`src/include/tff_cfg.svh`:
```
// timing, layout and code constants of the tape frame formatter
`ifndef TFF_CFG_SVH
`define TFF_CFG_SVH

// bit cell and frame timing
`define TFF_BIT_NS 250
`define TFF_DATA_DELAY_NS 7000
`define TFF_DATA_START (`TFF_DATA_DELAY_NS / `TFF_BIT_NS)
`define TFF_DATA_BITS_SHORT 66000
`define TFF_POS_W 17

// frame header layout in bit cells from the frame boundary
`define TFF_SYNC_BITS 8
`define TFF_MARK_POS 8
`define TFF_NUM_POS 10
`define TFF_PAR_POS 16
`define TFF_PAD_POS 17
`define TFF_LAST_FNUM 6'h3b

// sync words as half-cell levels, first half in the top bit
`define TFF_START_SYNC 16'hf0f0
`define TFF_END_SYNC 16'hff00

// slip marker every 0.512 ms
`define TFF_SLIP_NS 512000
`define TFF_SLIP_BITS (`TFF_SLIP_NS / `TFF_BIT_NS)
`define TFF_SLIP_ONES 7

// audio time code
`define TFF_TC_DIV 11'd1042
`define TFF_TC_HALF 11'd521
`define TFF_TC_SPECIAL 12'hffa
`define TFF_TC_SPARE 4'h0

// reference one-shot pulse width in bit cells
`define TFF_REF_WIDTH 17'h003e8

`endif

```
`src/include/tff_pkg.sv`:
```
// types shared by the tape frame formatter
package tff_pkg;
  typedef enum logic [6:0] {
    TFF_IDLE  = 7'b0000001,
    TFF_SSYNC = 7'b0000010,
    TFF_HEAD  = 7'b0000100,
    TFF_PAD   = 7'b0001000,
    TFF_DATA  = 7'b0010000,
    TFF_ESYNC = 7'b0100000,
    TFF_GAP   = 7'b1000000
  } tff_field_type;
endpackage : tff_pkg

```
`src/include/tff_bit_if.sv`:
```
// bit stream handshake between buffer and formatter
`timescale 1ns/10ps
`default_nettype none
interface tff_bit_if;
  logic valid;
  logic ready;
  logic data;
  modport prod (output valid, output data, input ready);
  modport cons (input valid, input data, output ready);
endinterface : tff_bit_if
`default_nettype wire

```
`src/verilog/tff_buf2.sv`:
```
// two-entry bit buffer with registered input ready
`timescale 1ns/10ps
`default_nettype none
module tff_buf2 (
  input wire logic mclk,
  input wire logic reset_n,
  input wire logic ce,
  input wire logic in_valid,
  input wire logic in_data,
  output logic in_ready,
  tff_bit_if.prod out
);
  logic [1:0] cnt_q;
  logic [1:0] cnt_d;
  logic d0_q;
  logic d1_q;
  logic ready_q;
  logic push;
  logic pop;

  // handshakes on both sides
  assign push = in_valid && ready_q;
  assign pop = out.ready && (cnt_q != 2'h0);
  assign cnt_d = cnt_q + {1'b0, push} - {1'b0, pop};
  assign in_ready = ready_q;
  assign out.valid = (cnt_q != 2'h0);
  assign out.data = d0_q;

  // occupancy and ready
  always_ff @(posedge mclk) begin
    if (!reset_n) begin
      cnt_q <= 2'h0;
      ready_q <= 1'b0;
    end else if (ce) begin
      cnt_q <= cnt_d;
      ready_q <= (cnt_d != 2'h2);
    end
  end

  // storage, head in d0
  always_ff @(posedge mclk) begin
    if (!reset_n) begin
      d0_q <= 1'b0;
      d1_q <= 1'b0;
    end else if (ce) begin
      if (pop) begin
        d0_q <= (cnt_q == 2'h2) ? d1_q : in_data;
        if (push && cnt_q == 2'h2)
          d1_q <= in_data;
      end else if (push) begin
        if (cnt_q == 2'h0)
          d0_q <= in_data;
        else
          d1_q <= in_data;
      end
    end
  end
endmodule : tff_buf2
`default_nettype wire

```
`src/verilog/tff_formatter.sv`:
```
// tape frame formatter: frames, slip markers, diphase, time code, reference
`timescale 1ns/10ps
`default_nettype none
`include "tff_cfg.svh"
module tff_formatter (
  input wire logic mclk,
  input wire logic reset_n,
  input wire logic ce,
  input wire logic clk4_pin,
  input wire logic tick60_pin,
  input wire logic sec_pin,
  input wire logic long_frame_pin,
  input wire logic [3:0] unit_pin,
  input wire logic [35:0] tod_digits,
  input wire logic [16:0] ref_delay,
  input wire logic in_valid,
  input wire logic in_data,
  output logic in_ready,
  output logic video_out_q,
  output logic tc_out_q,
  output logic ref60_q,
  output logic [5:0] frame_num_q
);
  import tff_pkg::*;

  ////////////////////////////////////////////////////////////////////////
  // pin synchronisers

  logic [2:0] clk4_s;
  logic [2:0] tick_s;
  logic [1:0] sec_s;
  logic [1:0] long_s;
  logic [3:0] unit_s1;
  logic [3:0] unit_s2;
  logic bit_stb;
  logic tick_rise;

  // two stages per pin, third for edge detection and coder phase
  always_ff @(posedge mclk) begin
    if (!reset_n) begin
      clk4_s <= 3'h0;
      tick_s <= 3'h0;
      sec_s <= 2'h0;
      long_s <= 2'h0;
      unit_s1 <= 4'h0;
      unit_s2 <= 4'h0;
    end else if (ce) begin
      clk4_s <= {clk4_s[1:0], clk4_pin};
      tick_s <= {tick_s[1:0], tick60_pin};
      sec_s <= {sec_s[0], sec_pin};
      long_s <= {long_s[0], long_frame_pin};
      unit_s1 <= unit_pin;
      unit_s2 <= unit_s1;
    end
  end

  // cell boundary on rising 4 mhz edge, frame boundary on tick edge
  assign bit_stb = clk4_s[1] && !clk4_s[2];
  assign tick_rise = tick_s[1] && !tick_s[2];

  ////////////////////////////////////////////////////////////////////////
  // unit strap capture after reset release

  logic [1:0] strap_cnt_q;
  logic [3:0] unit_q;

  // sample once the synchroniser has filled
  always_ff @(posedge mclk) begin
    if (!reset_n) begin
      strap_cnt_q <= 2'h0;
      unit_q <= 4'h0;
    end else if (ce && strap_cnt_q != 2'h3) begin
      strap_cnt_q <= strap_cnt_q + 2'h1;
      unit_q <= unit_s2;
    end
  end

  ////////////////////////////////////////////////////////////////////////
  // data buffer

  tff_bit_if buf_if ();

  tff_buf2 u_buf (
    .mclk(mclk),
    .reset_n(reset_n),
    .ce(ce),
    .in_valid(in_valid),
    .in_data(in_data),
    .in_ready(in_ready),
    .out(buf_if.prod)
  );

  ////////////////////////////////////////////////////////////////////////
  // frame sequencing

  tff_field_type field_q;
  tff_field_type field_d;
  logic [`TFF_POS_W-1:0] pos_q;
  logic [`TFF_POS_W-1:0] pos_d;
  logic [`TFF_POS_W-1:0] data_end;
  logic [5:0] fnum_d;
  logic [4:0] num_idx;
  logic cell_q;
  logic cell_d;
  logic end_sync_q;
  logic [2:0] sync_idx_q;
  logic slip_one;
  logic slip_zero;
  logic take;

  // long frames end their data field one cell later
  assign data_end = `TFF_POS_W'(`TFF_DATA_START + `TFF_DATA_BITS_SHORT)
    + {{(`TFF_POS_W-1){1'b0}}, long_s[1]};

  // slip marker positions, zero on a multiple of the interval
  assign slip_one = pos_d[10:0] >= 11'(`TFF_SLIP_BITS - `TFF_SLIP_ONES);
  assign slip_zero = pos_d[10:0] == 11'h000;
  assign num_idx = 5'(`TFF_NUM_POS + 5) - pos_d[4:0];

  // next position, field and cell content
  always_comb begin
    pos_d = pos_q;
    fnum_d = frame_num_q;
    field_d = field_q;
    cell_d = cell_q;
    take = 1'b0;
    if (tick_rise) begin
      pos_d = '0;
      if (sec_s[1] || frame_num_q == `TFF_LAST_FNUM)
        fnum_d = 6'h00;
      else
        fnum_d = frame_num_q + 6'h01;
    end else if (bit_stb && field_q != TFF_IDLE && pos_q != '1) begin
      pos_d = pos_q + `TFF_POS_W'(1);
    end
    if (field_q != TFF_IDLE || tick_rise) begin
      if (pos_d < `TFF_POS_W'(`TFF_SYNC_BITS))
        field_d = TFF_SSYNC;
      else if (pos_d < `TFF_POS_W'(`TFF_PAD_POS))
        field_d = TFF_HEAD;
      else if (pos_d < `TFF_POS_W'(`TFF_DATA_START))
        field_d = TFF_PAD;
      else if (pos_d < data_end)
        field_d = TFF_DATA;
      else if (pos_d < data_end + `TFF_POS_W'(`TFF_SYNC_BITS))
        field_d = TFF_ESYNC;
      else
        field_d = TFF_GAP;
    end
    case (field_d)
      TFF_HEAD: begin
        if (pos_d < `TFF_POS_W'(`TFF_NUM_POS))
          cell_d = (pos_d == `TFF_POS_W'(`TFF_MARK_POS));
        else if (pos_d < `TFF_POS_W'(`TFF_PAR_POS))
          cell_d = fnum_d[num_idx[2:0]];
        else
          cell_d = ^fnum_d;
      end
      TFF_DATA: begin
        if (slip_one)
          cell_d = 1'b1;
        else if (slip_zero)
          cell_d = 1'b0;
        else begin
          take = tick_rise || bit_stb;
          cell_d = buf_if.valid && buf_if.data;
        end
      end
      TFF_PAD, TFF_GAP, TFF_IDLE: cell_d = 1'b1;
      default: cell_d = 1'b0;
    endcase
  end

  // data cells other than slip marker cells pop the buffer; an empty buffer records a zero
  assign buf_if.ready = take;

  // position, field and cell registers
  always_ff @(posedge mclk) begin
    if (!reset_n) begin
      pos_q <= '0;
      field_q <= TFF_IDLE;
      cell_q <= 1'b1;
      frame_num_q <= 6'h00;
      end_sync_q <= 1'b0;
      sync_idx_q <= 3'h0;
    end else if (ce && (tick_rise || bit_stb)) begin
      pos_q <= pos_d;
      field_q <= field_d;
      cell_q <= cell_d;
      frame_num_q <= fnum_d;
      end_sync_q <= (field_d == TFF_ESYNC);
      sync_idx_q <= (field_d == TFF_ESYNC) ? 3'(pos_d - data_end)
        : pos_d[2:0];
    end
  end

  ////////////////////////////////////////////////////////////////////////
  // diphase line coder

  logic [3:0] half_idx;
  logic [15:0] sync_word;
  logic sync_lvl;

  // sync words are sent as raw half-cell levels; the third clock stage
  // lines half cells up with the cell register, so no runt at boundaries
  assign half_idx = 4'hf - {sync_idx_q, !clk4_s[2]};
  assign sync_word = end_sync_q ? `TFF_END_SYNC : `TFF_START_SYNC;
  assign sync_lvl = sync_word[half_idx];

  // data cells pick in-phase or inverted clock
  always_ff @(posedge mclk) begin
    if (!reset_n)
      video_out_q <= 1'b0;
    else if (ce) begin
      if (field_q == TFF_SSYNC || field_q == TFF_ESYNC)
        video_out_q <= sync_lvl;
      else
        video_out_q <= cell_q ? clk4_s[2] : !clk4_s[2];
    end
  end

  ////////////////////////////////////////////////////////////////////////
  // audio time code

  logic [10:0] tc_div_q;
  logic [63:0] tc_sr_q;

  // bit clock divider, restarted on every tick
  always_ff @(posedge mclk) begin
    if (!reset_n)
      tc_div_q <= 11'h000;
    else if (ce) begin
      if (tick_rise)
        tc_div_q <= 11'h000;
      else if (bit_stb)
        tc_div_q <= (tc_div_q == `TFF_TC_DIV - 11'h001) ? 11'h000
          : tc_div_q + 11'h001;
    end
  end

  // digit set loaded each tick, shifted out msb first
  always_ff @(posedge mclk) begin
    if (!reset_n)
      tc_sr_q <= 64'h0;
    else if (ce) begin
      if (tick_rise)
        tc_sr_q <= {tod_digits, 2'b00, fnum_d, `TFF_TC_SPECIAL, unit_q,
          `TFF_TC_SPARE};
      else if (bit_stb && tc_div_q == `TFF_TC_DIV - 11'h001)
        tc_sr_q <= {tc_sr_q[62:0], 1'b0};
    end
  end

  // diphase: second half of each cell is the inverse of the first
  always_ff @(posedge mclk) begin
    if (!reset_n)
      tc_out_q <= 1'b0;
    else if (ce)
      tc_out_q <= (tc_div_q < `TFF_TC_HALF) ? tc_sr_q[63]
        : !tc_sr_q[63];
  end

  ////////////////////////////////////////////////////////////////////////
  // recorder reference one-shot

  logic [16:0] ref_cnt_q;
  logic ref_armed_q;

  // delay then width, counted in bit cells
  always_ff @(posedge mclk) begin
    if (!reset_n) begin
      ref_cnt_q <= 17'h00000;
      ref_armed_q <= 1'b0;
      ref60_q <= 1'b0;
    end else if (ce) begin
      if (tick_rise) begin
        ref_cnt_q <= ref_delay;
        ref_armed_q <= 1'b1;
        ref60_q <= 1'b0;
      end else if (bit_stb) begin
        if (ref_cnt_q != 17'h00000)
          ref_cnt_q <= ref_cnt_q - 17'h00001;
        else if (ref_armed_q) begin
          ref_armed_q <= 1'b0;
          ref60_q <= 1'b1;
          ref_cnt_q <= `TFF_REF_WIDTH;
        end else
          ref60_q <= 1'b0;
      end
    end
  end
endmodule : tff_formatter
`default_nettype wire

```
`config.mk`:
```
export PLATFORM = sky130hd
export DESIGN_NAME = tff_formatter
export DESIGN_NICKNAME = d
export VERILOG_FILES = /design/src/include/tff_pkg.sv /design/src/include/tff_bit_if.sv /design/src/verilog/tff_buf2.sv /design/src/verilog/tff_formatter.sv
export VERILOG_INCLUDE_DIRS = /design/src /design/src/include
export SDC_FILE = /design/constraint.sdc
export NUM_CORES = 1
export LEC_CHECK = 0
export BUFFER_PORTS_ARGS = -buffer_cell sky130_fd_sc_hd__buf_2
export CAP_MARGIN = 40
export CORE_MARGIN = 2
export CORE_UTILIZATION = 50
export CTS_CLUSTER_SIZE = 8
export DETAILED_ROUTE_END_ITERATION = 6
export PLACE_DENSITY_LB_ADDON = 0.3
export SYNTH_ARGS = -nofsm -noshare
export SYNTH_HDL_FRONTEND = slang
export SYNTH_SLANG_ARGS = --single-unit
```
`constraint.sdc`:
```
create_clock -name mclk -period 6.4 [get_ports mclk]
set_input_delay 0.96 -clock mclk [delete_from_list [all_inputs] [get_ports mclk]]
set_output_delay 0.96 -clock mclk [all_outputs]
set_load 0.05 [all_outputs]
```
**Word-level counts from Yosys, hierarchy flattened**

Cells that the tools add are included.

- Add/subtract/negate cells: 12
- Multipliers: 0
- Div/mod/pow operators: 0
- Magnitude comparators: 11
- Equal/unequal tests: 19
- Shift operators: 0
- Mux-type cells: 51
- Bitwise operators: 0
- Reductions and logical operators: 35

Operators with widths:

| kind | count |
|---|---|
| two-way mux 64 bit | 2 |
| two-way mux 17 bit | 6 |
| < comparator 17 x 5 -> 1 bit (second input constant) | 3 |
| two-way mux 7 bit | 6 |
| < comparator 17 bit | 2 |
| < comparator 17 x 4 -> 1 bit (second input constant) | 2 |
| two-way mux 11 bit | 3 |
| two-way mux 1 bit | 27 |
| adder 17 x 1 -> 17 bit (first input constant) | 1 |
| adder 17 x 1 -> 17 bit (second input constant) | 1 |
| adder 17 x 4 -> 17 bit (second input constant) | 1 |
| == test 17 x 4 -> 1 bit (second input constant) | 1 |
| inequality test 17 bit (second input constant) | 1 |
| nonzero test 17 bit | 1 |
| subtractor 17 x 1 -> 17 bit (second input constant) | 1 |
| == test 7 x 6 -> 1 bit (second input constant) | 2 |
| two-way mux 12 bit | 1 |
| two-way mux 6 bit | 2 |
| adder 11 x 1 -> 11 bit (second input constant) | 1 |
| == test 11 bit (second input constant) | 1 |
| >= comparator 11 bit (second input constant) | 1 |
| logical AND 1 bit | 11 |
| logical NOT 11 bit | 1 |
| < comparator 11 x 10 -> 1 bit (second input constant) | 1 |
| other kinds (34) | 49 |

- Register bits after elaboration: 160
- Latch bits: 0
- Bits in writable memories: 0
- Memory bits (read-only): 0
- Bits of input ports: 66
- Output and inout port bits: 10
- Memories kept: 0

**Depth between registers and ports, before layout**

- Depth in word-level cells: 18
- Depth in mapped cells: 21
- Mapped depth without buffers: 20

**Cells and area by module**

Synthesis repeated with hierarchy kept, for this count alone.

- Cell total of the unflattened synthesis: 999
- Area, all modules: 8,271.7 µm²

Modules (own cells, without submodules):

| module | times used | cells an instance | area an instance (µm²) | sequential area each (µm²) |
|---|---|---|---|---|
| tff_formatter | 1 | 960 | 7,950.1 | 3,002.9 |
| tff_buf2 | 1 | 39 | 321.6 | 100.1 |

**Least setup slack after synthesis**

Ideal clock, no wire load.

- Path type: reg2reg
- Start point: reg pos_q[1]
- End point: reg u_buf.cnt_q[1]
- Setup time: 128 ps
- Data arrival time: 4,361 ps
- Required time: 6,272 ps
- Path slack: 1,911 ps
- Cell stages (with the launch flop): 22
- Path through: dfxtp_1 > ha_1 > nand3_1 > nor4_1 > and3_1 > ha_1 > or3b_1 > clkbuf_1 > a211oi_2 > and4_1 > or3_1 > a221oi_2 > o21ai_0 > o2bb2ai_2 > nor3_1 > ha_1 > inv_1 > ha_1 > xor2_1 > nand2_1 > xor2_1 > nor2_1

- Cells in the longest elaborated chain, start to end: 15
- Elaborated cells between the ends (all ways): 24
- Classes of those cells: add/sub (2); order compare (6); eq/ne (2); mux (11); reduce/logical (3)

Ends and longest elaborated chain:

| item | RTL line | text |
|---|---|---|
| from (decl) | tff_formatter.sv:98 | `` logic [`TFF_POS_W-1:0] pos_q; `` |
| from (signal assigned) | tff_formatter.sv:187 | `pos_q <= pos_d;` |
| parallel branches: the longest is 2 deep, another holds adder 17 x 1 -> 17 bit | - |  |
| two-way mux 17 bit * | tff_formatter.sv:133 | `end else if (bit_stb && field_q != TFF_IDLE && pos_q != '1) begin` |
| two-way mux 17 bit * | tff_formatter.sv:127 | `if (tick_rise) begin` |
| < comparator 17 bit | tff_formatter.sv:145 | `` else if (pos_d < data_end + `TFF_POS_W'(`TFF_SYNC_BITS)) `` |
| two-way mux 7 bit | tff_formatter.sv:145 |  |
| two-way mux 7 bit | tff_formatter.sv:143 | `else if (pos_d < data_end)` |
| two-way mux 7 bit | tff_formatter.sv:141 | `` else if (pos_d < `TFF_POS_W'(`TFF_DATA_START)) `` |
| two-way mux 7 bit | tff_formatter.sv:139 | `` else if (pos_d < `TFF_POS_W'(`TFF_PAD_POS)) `` |
| two-way mux 7 bit | tff_formatter.sv:137 | `` if (pos_d < `TFF_POS_W'(`TFF_SYNC_BITS)) `` |
| two-way mux 7 bit | tff_formatter.sv:136 | `if (field_q != TFF_IDLE \|\| tick_rise) begin` |
| == test 7 x 5 -> 1 bit | tff_formatter.sv:150 | `case (field_d)` |
| two-way mux 1 bit * | tff_formatter.sv:150 |  |
| logical AND 1 bit * | tff_buf2.sv:23 | `assign pop = out.ready && (cnt_q != 2'h0);` |
| subtractor 2 x 1 -> 2 bit * | tff_buf2.sv:24 | `assign cnt_d = cnt_q + {1'b0, push} - {1'b0, pop};` |
| to (signal assigned) | tff_buf2.sv:35 | `cnt_q <= cnt_d;` |
| to (decl) | tff_buf2.sv:13 | `logic [1:0] cnt_q;` |

Mark *: on every way between the ends.
A chain may end at the register's enable or synchronous reset.

**Worst setup path in the final report**

- Start point: reg pos_q[0]
- End point: reg u_buf.cnt_q[1]

Same word-level chain as after synthesis.

==> metrics.yaml <==
run_status:
  status: "complete, no violations"
floorplanning:
  dieArea_um2: 16800
  die_height_um: 130
  core_area_um2: 15300
  die_w_um: 130
  num_io_pins: 76
  initial_core_util_pct: 51.5
  num_rows: 45
drt:
  avgViaCountPerCell: 5.79
  drtPass1Iterations: 5
  post-route-drc-count: 0
  via_count: 7299
  wl_mm: 18.7
  wl_per_cell_um: 14.8
  postRouteAntennaNets: 0
  first_iter_violations: 533
sta:
  setup_slack_ns: 1.19
  tightest_slew_ns: 0.898
  finClkSkew_ns: 0.00960
  finalCritPeriodShare_pct: 81.4
  period_minus_slack_ns: 5.21
  rsz0062_at_grt: "false"
  holdWs_ns: 0.471
  tns_ns: 0
  fmax_ghz: 0.192
  finalHoldViolCount: 0
  setup_viol: 0
  relSlewSlack_pct: 40.1
  drv_slew: 0
clocking:
  cts_made_buffers: 17
  clockBufferDepth: 2
  clk_pin_slew_ns: 0.07
  cts_tree: "yes"
  htreeDepth: 4
  post_cts_buffers: 0
  cts.repair.resized: 0
  cts_sinks: 155
  root_buffer: "clkbuf_16"
  insertion_delay_ns: 0.43
  cts_hold_buf: 0
setup_path:
  reg2reg_setup_slack_ns: 1.19
  endpoint_kind: "flip-flop"
  rr_worst_depth: 20
  worstPathCellList: "ha_1 -> nand3_1 -> nor4_1 -> and3_1 -> ha_1 -> or3b_1 -> a211oi_2 -> and4_1 -> or3_1 -> a221oi_2 -> o21ai_0 -> o2bb2ai_2 -> nor3_1 -> ha_1 -> inv_1 -> ha_1 -> xor2_1 -> nand2_1 -> xor2_1 -> nor2_1"
  cp_max_fo: 8
  crit_slowest_cell: "nor4_1"
  r2r_end: "u_buf.cnt_q[1]"
  rr_startpoint: "pos_q[0]"
  critPathKind: "reg -> reg"
  arrival_ns: 5.50
  start_kind: "flip-flop"
  cp_common_cell: "ha_1"
  setup.worst_path.start: "pos_q[0]"
  slowest_delay_ns: 0.63
  cp_data_required_time_ns: 6.68
min_path:
  hp-start: "tc_sr_q[20]"
  hold_end: "tc_sr_q[21]"
  whs_path_depth: 2
  holdCritPathClass: "reg -> reg"
flow_run:
  max-cap-violations: 0
layout:
  drive_above_1_share_pct: 13.9
  fillCellCount: 1460
  nNetsFinal: 1114
  stdcell_area_um2: 8980
  layout.area.seq_um2: 3100
  multiInputGateArea_um2: 4470
  area_growth_pct: 13.9
  num_antenna_cells: 0
pwr:
  pwr-share-comb_pct: 7.5
  cellLeakagePower_nw: 3.15
  power.density_nw_per_um2: 245
  intPower_mw: 1.68
  p_sw_share_pct: 23.5
  peakVddDrop_uv: 193
  power.switching_uw: 516
  pwr-share-seq_pct: 45.2
  clkPwrFrac_pct: 47.3
synthesis:
  yosys.area.top_type: "dfxtp_1"
  synth_edf_count: 0
  yosysTopAreaCellShare_pct: 39.3
  synth_nets: 1080
  syn_area_per_cell_um2: 7.86
  ys_ff_latch: 155
  synth_warnings: 0
  ys_types: 69
  synthCells: 1004
  seq_area_frac_synth_pct: 39.3
  synthTopCellsByArea: "dfxtp_1 (39%), nand2_1 (7.8%), nor2_1 (7.3%), a311oi_1 (4.9%), mux2i_1 (4.6%)"
  synthArstFlopShare_pct: 0
  synth_area_um2: 7890
  synth-main-ff-cell: "dfxtp_1"
place:
  place_hpwl_mm: 12.3
  place_ws_ns: 1.26
  dpl-instance-area_um2: 8370
  portBuffers: 75
  place_congestion: 0.917
grt:
  grtUsageTotal_pct: 22.7
  grt_pass1_vias: 6538
  grt_pass1_wl_mm: 31.1
  antenna_found_initial: 0
  overflow: 0
  grt_max_degree: 78
worst max-delay path by stage:
stage,slack (ns),endpoint
after floorplan,1.91,u_buf.cnt_q[1]
after global placement,1.41,u_buf.cnt_q[1]
after detailed placement,1.26,u_buf.cnt_q[1]
after CTS,1.22,u_buf.cnt_q[1]
after global routing,0.73,u_buf.cnt_q[1]
final,1.19,u_buf.cnt_q[1]
cells in the mapped netlist (4+ instances only):
master	number
or4_1	4
clkbuf_1	62
and3_1	7
a311oi_1	44
nor4_1	8
a22oi_1	18
xor2_1	14
a31oi_1	5
or3_1	20
mux2i_1	36
o21ai_0	40
buf_2	5
nand2b_1	9
o221a_2	10
a211oi_1	22
a21oi_1	53
xnor2_1	18
o22ai_1	4
o31ai_1	4
nand2_1	164
nand3_1	19
dfxtp_1	155
ha_1	10
o211ai_1	8
nor3_1	22
inv_1	20
nor2_1	154
or2_2	5
nand4_1	10
metrics by stage:
stage	utilization, %	power [mW]	std cells
global placement	54.5	1.18	1229
CTS	58.6	2.21	1260
global route	58.6	2.28	1260
floorplan	-	1.13	1004
finish	58.6	2.20	1260
detailed placement	54.7	1.18	1230
power by group through the flow:
stage          Sequential (mW)  Clock (mW)  Combinational [mW]
4_1_cts                  0.992        1.06               0.165
5_1_grt                  0.994        1.10               0.183
6_report                 0.992        1.04               0.165
3_3_place_gp              1.01           0               0.162
3_5_place_dp              1.01           0               0.164
2_1_floorplan             1.01           0               0.111
worst max-delay path: cells and delay by family, from the launching register on:
family / cells / cell delay (ns)
xor+xnor: 2 / 0.36
fa+ha+maj: 4 / 0.89
compound gates: 4 / 1.05
simple gates: 9 / 2.27
flops: 1 / 0.47
buf+inv: 1 / 0.04
cell type report:
type                    count  share of cell area (%)
clock buffers              21                    5.24
clock inverters             9                    1.53
inverters                  20                   0.864
multi-input cells         759                    49.7
flip-flops and latches    155                    34.6
well taps                 211                    2.94
repair buffers             85                    5.15
metal layers:
metal	vias to the layer above	share of wire [%]	GRT usage, %
met5	-	0	0
met4	0	1.6	7.97
met3	30	5.4	4.05
met2	222	45	35.0
met1	3383	48	31.9
li1	3664	-	-
layout by cell type (no fill, tap or decap), types with 14 or more instances in the layout:
cell / instances
inv_1: 19
nand3_1: 19
nor3_1: 22
a21oi_1: 51
xor2_1: 14
o21ai_0: 40
a211oi_1: 22
clkbuf_16: 17
mux2i_1: 36
nand2_1: 164
buf_2: 75
dfxtp_1: 155
a22oi_1: 18
or3_1: 20
a311oi_1: 44
nor2_1: 154
xnor2_1: 18
sequential cells by signal (all words and copies together), names as in the netlist, 2 cells and up:
signal	flops
tc_sr_q	60
unit_s1	4
sync_idx_q	2
ref_cnt_q	17
unit_q	4
frame_num_q	6
clk4_s	3
unit_s2	4
pos_q	17
tc_div_q	11
field_q	7
long_s	2
tick_s	3
strap_cnt_q	2
u_buf.cnt_q	2
sec_s	2
logic make-up after synthesis:
kind of cell | share of synthesized area (%)
DFF | 39.3
xor gates and xnor gates | 3.55
AOI/OAI and AO/OA | 21.0
buffers and inverters | 4.36
adders and majority gates | 1.59
muxes | 4.71
and+or+nand+nor | 25.4
Note: power is estimated with default switching activity, not from simulation.
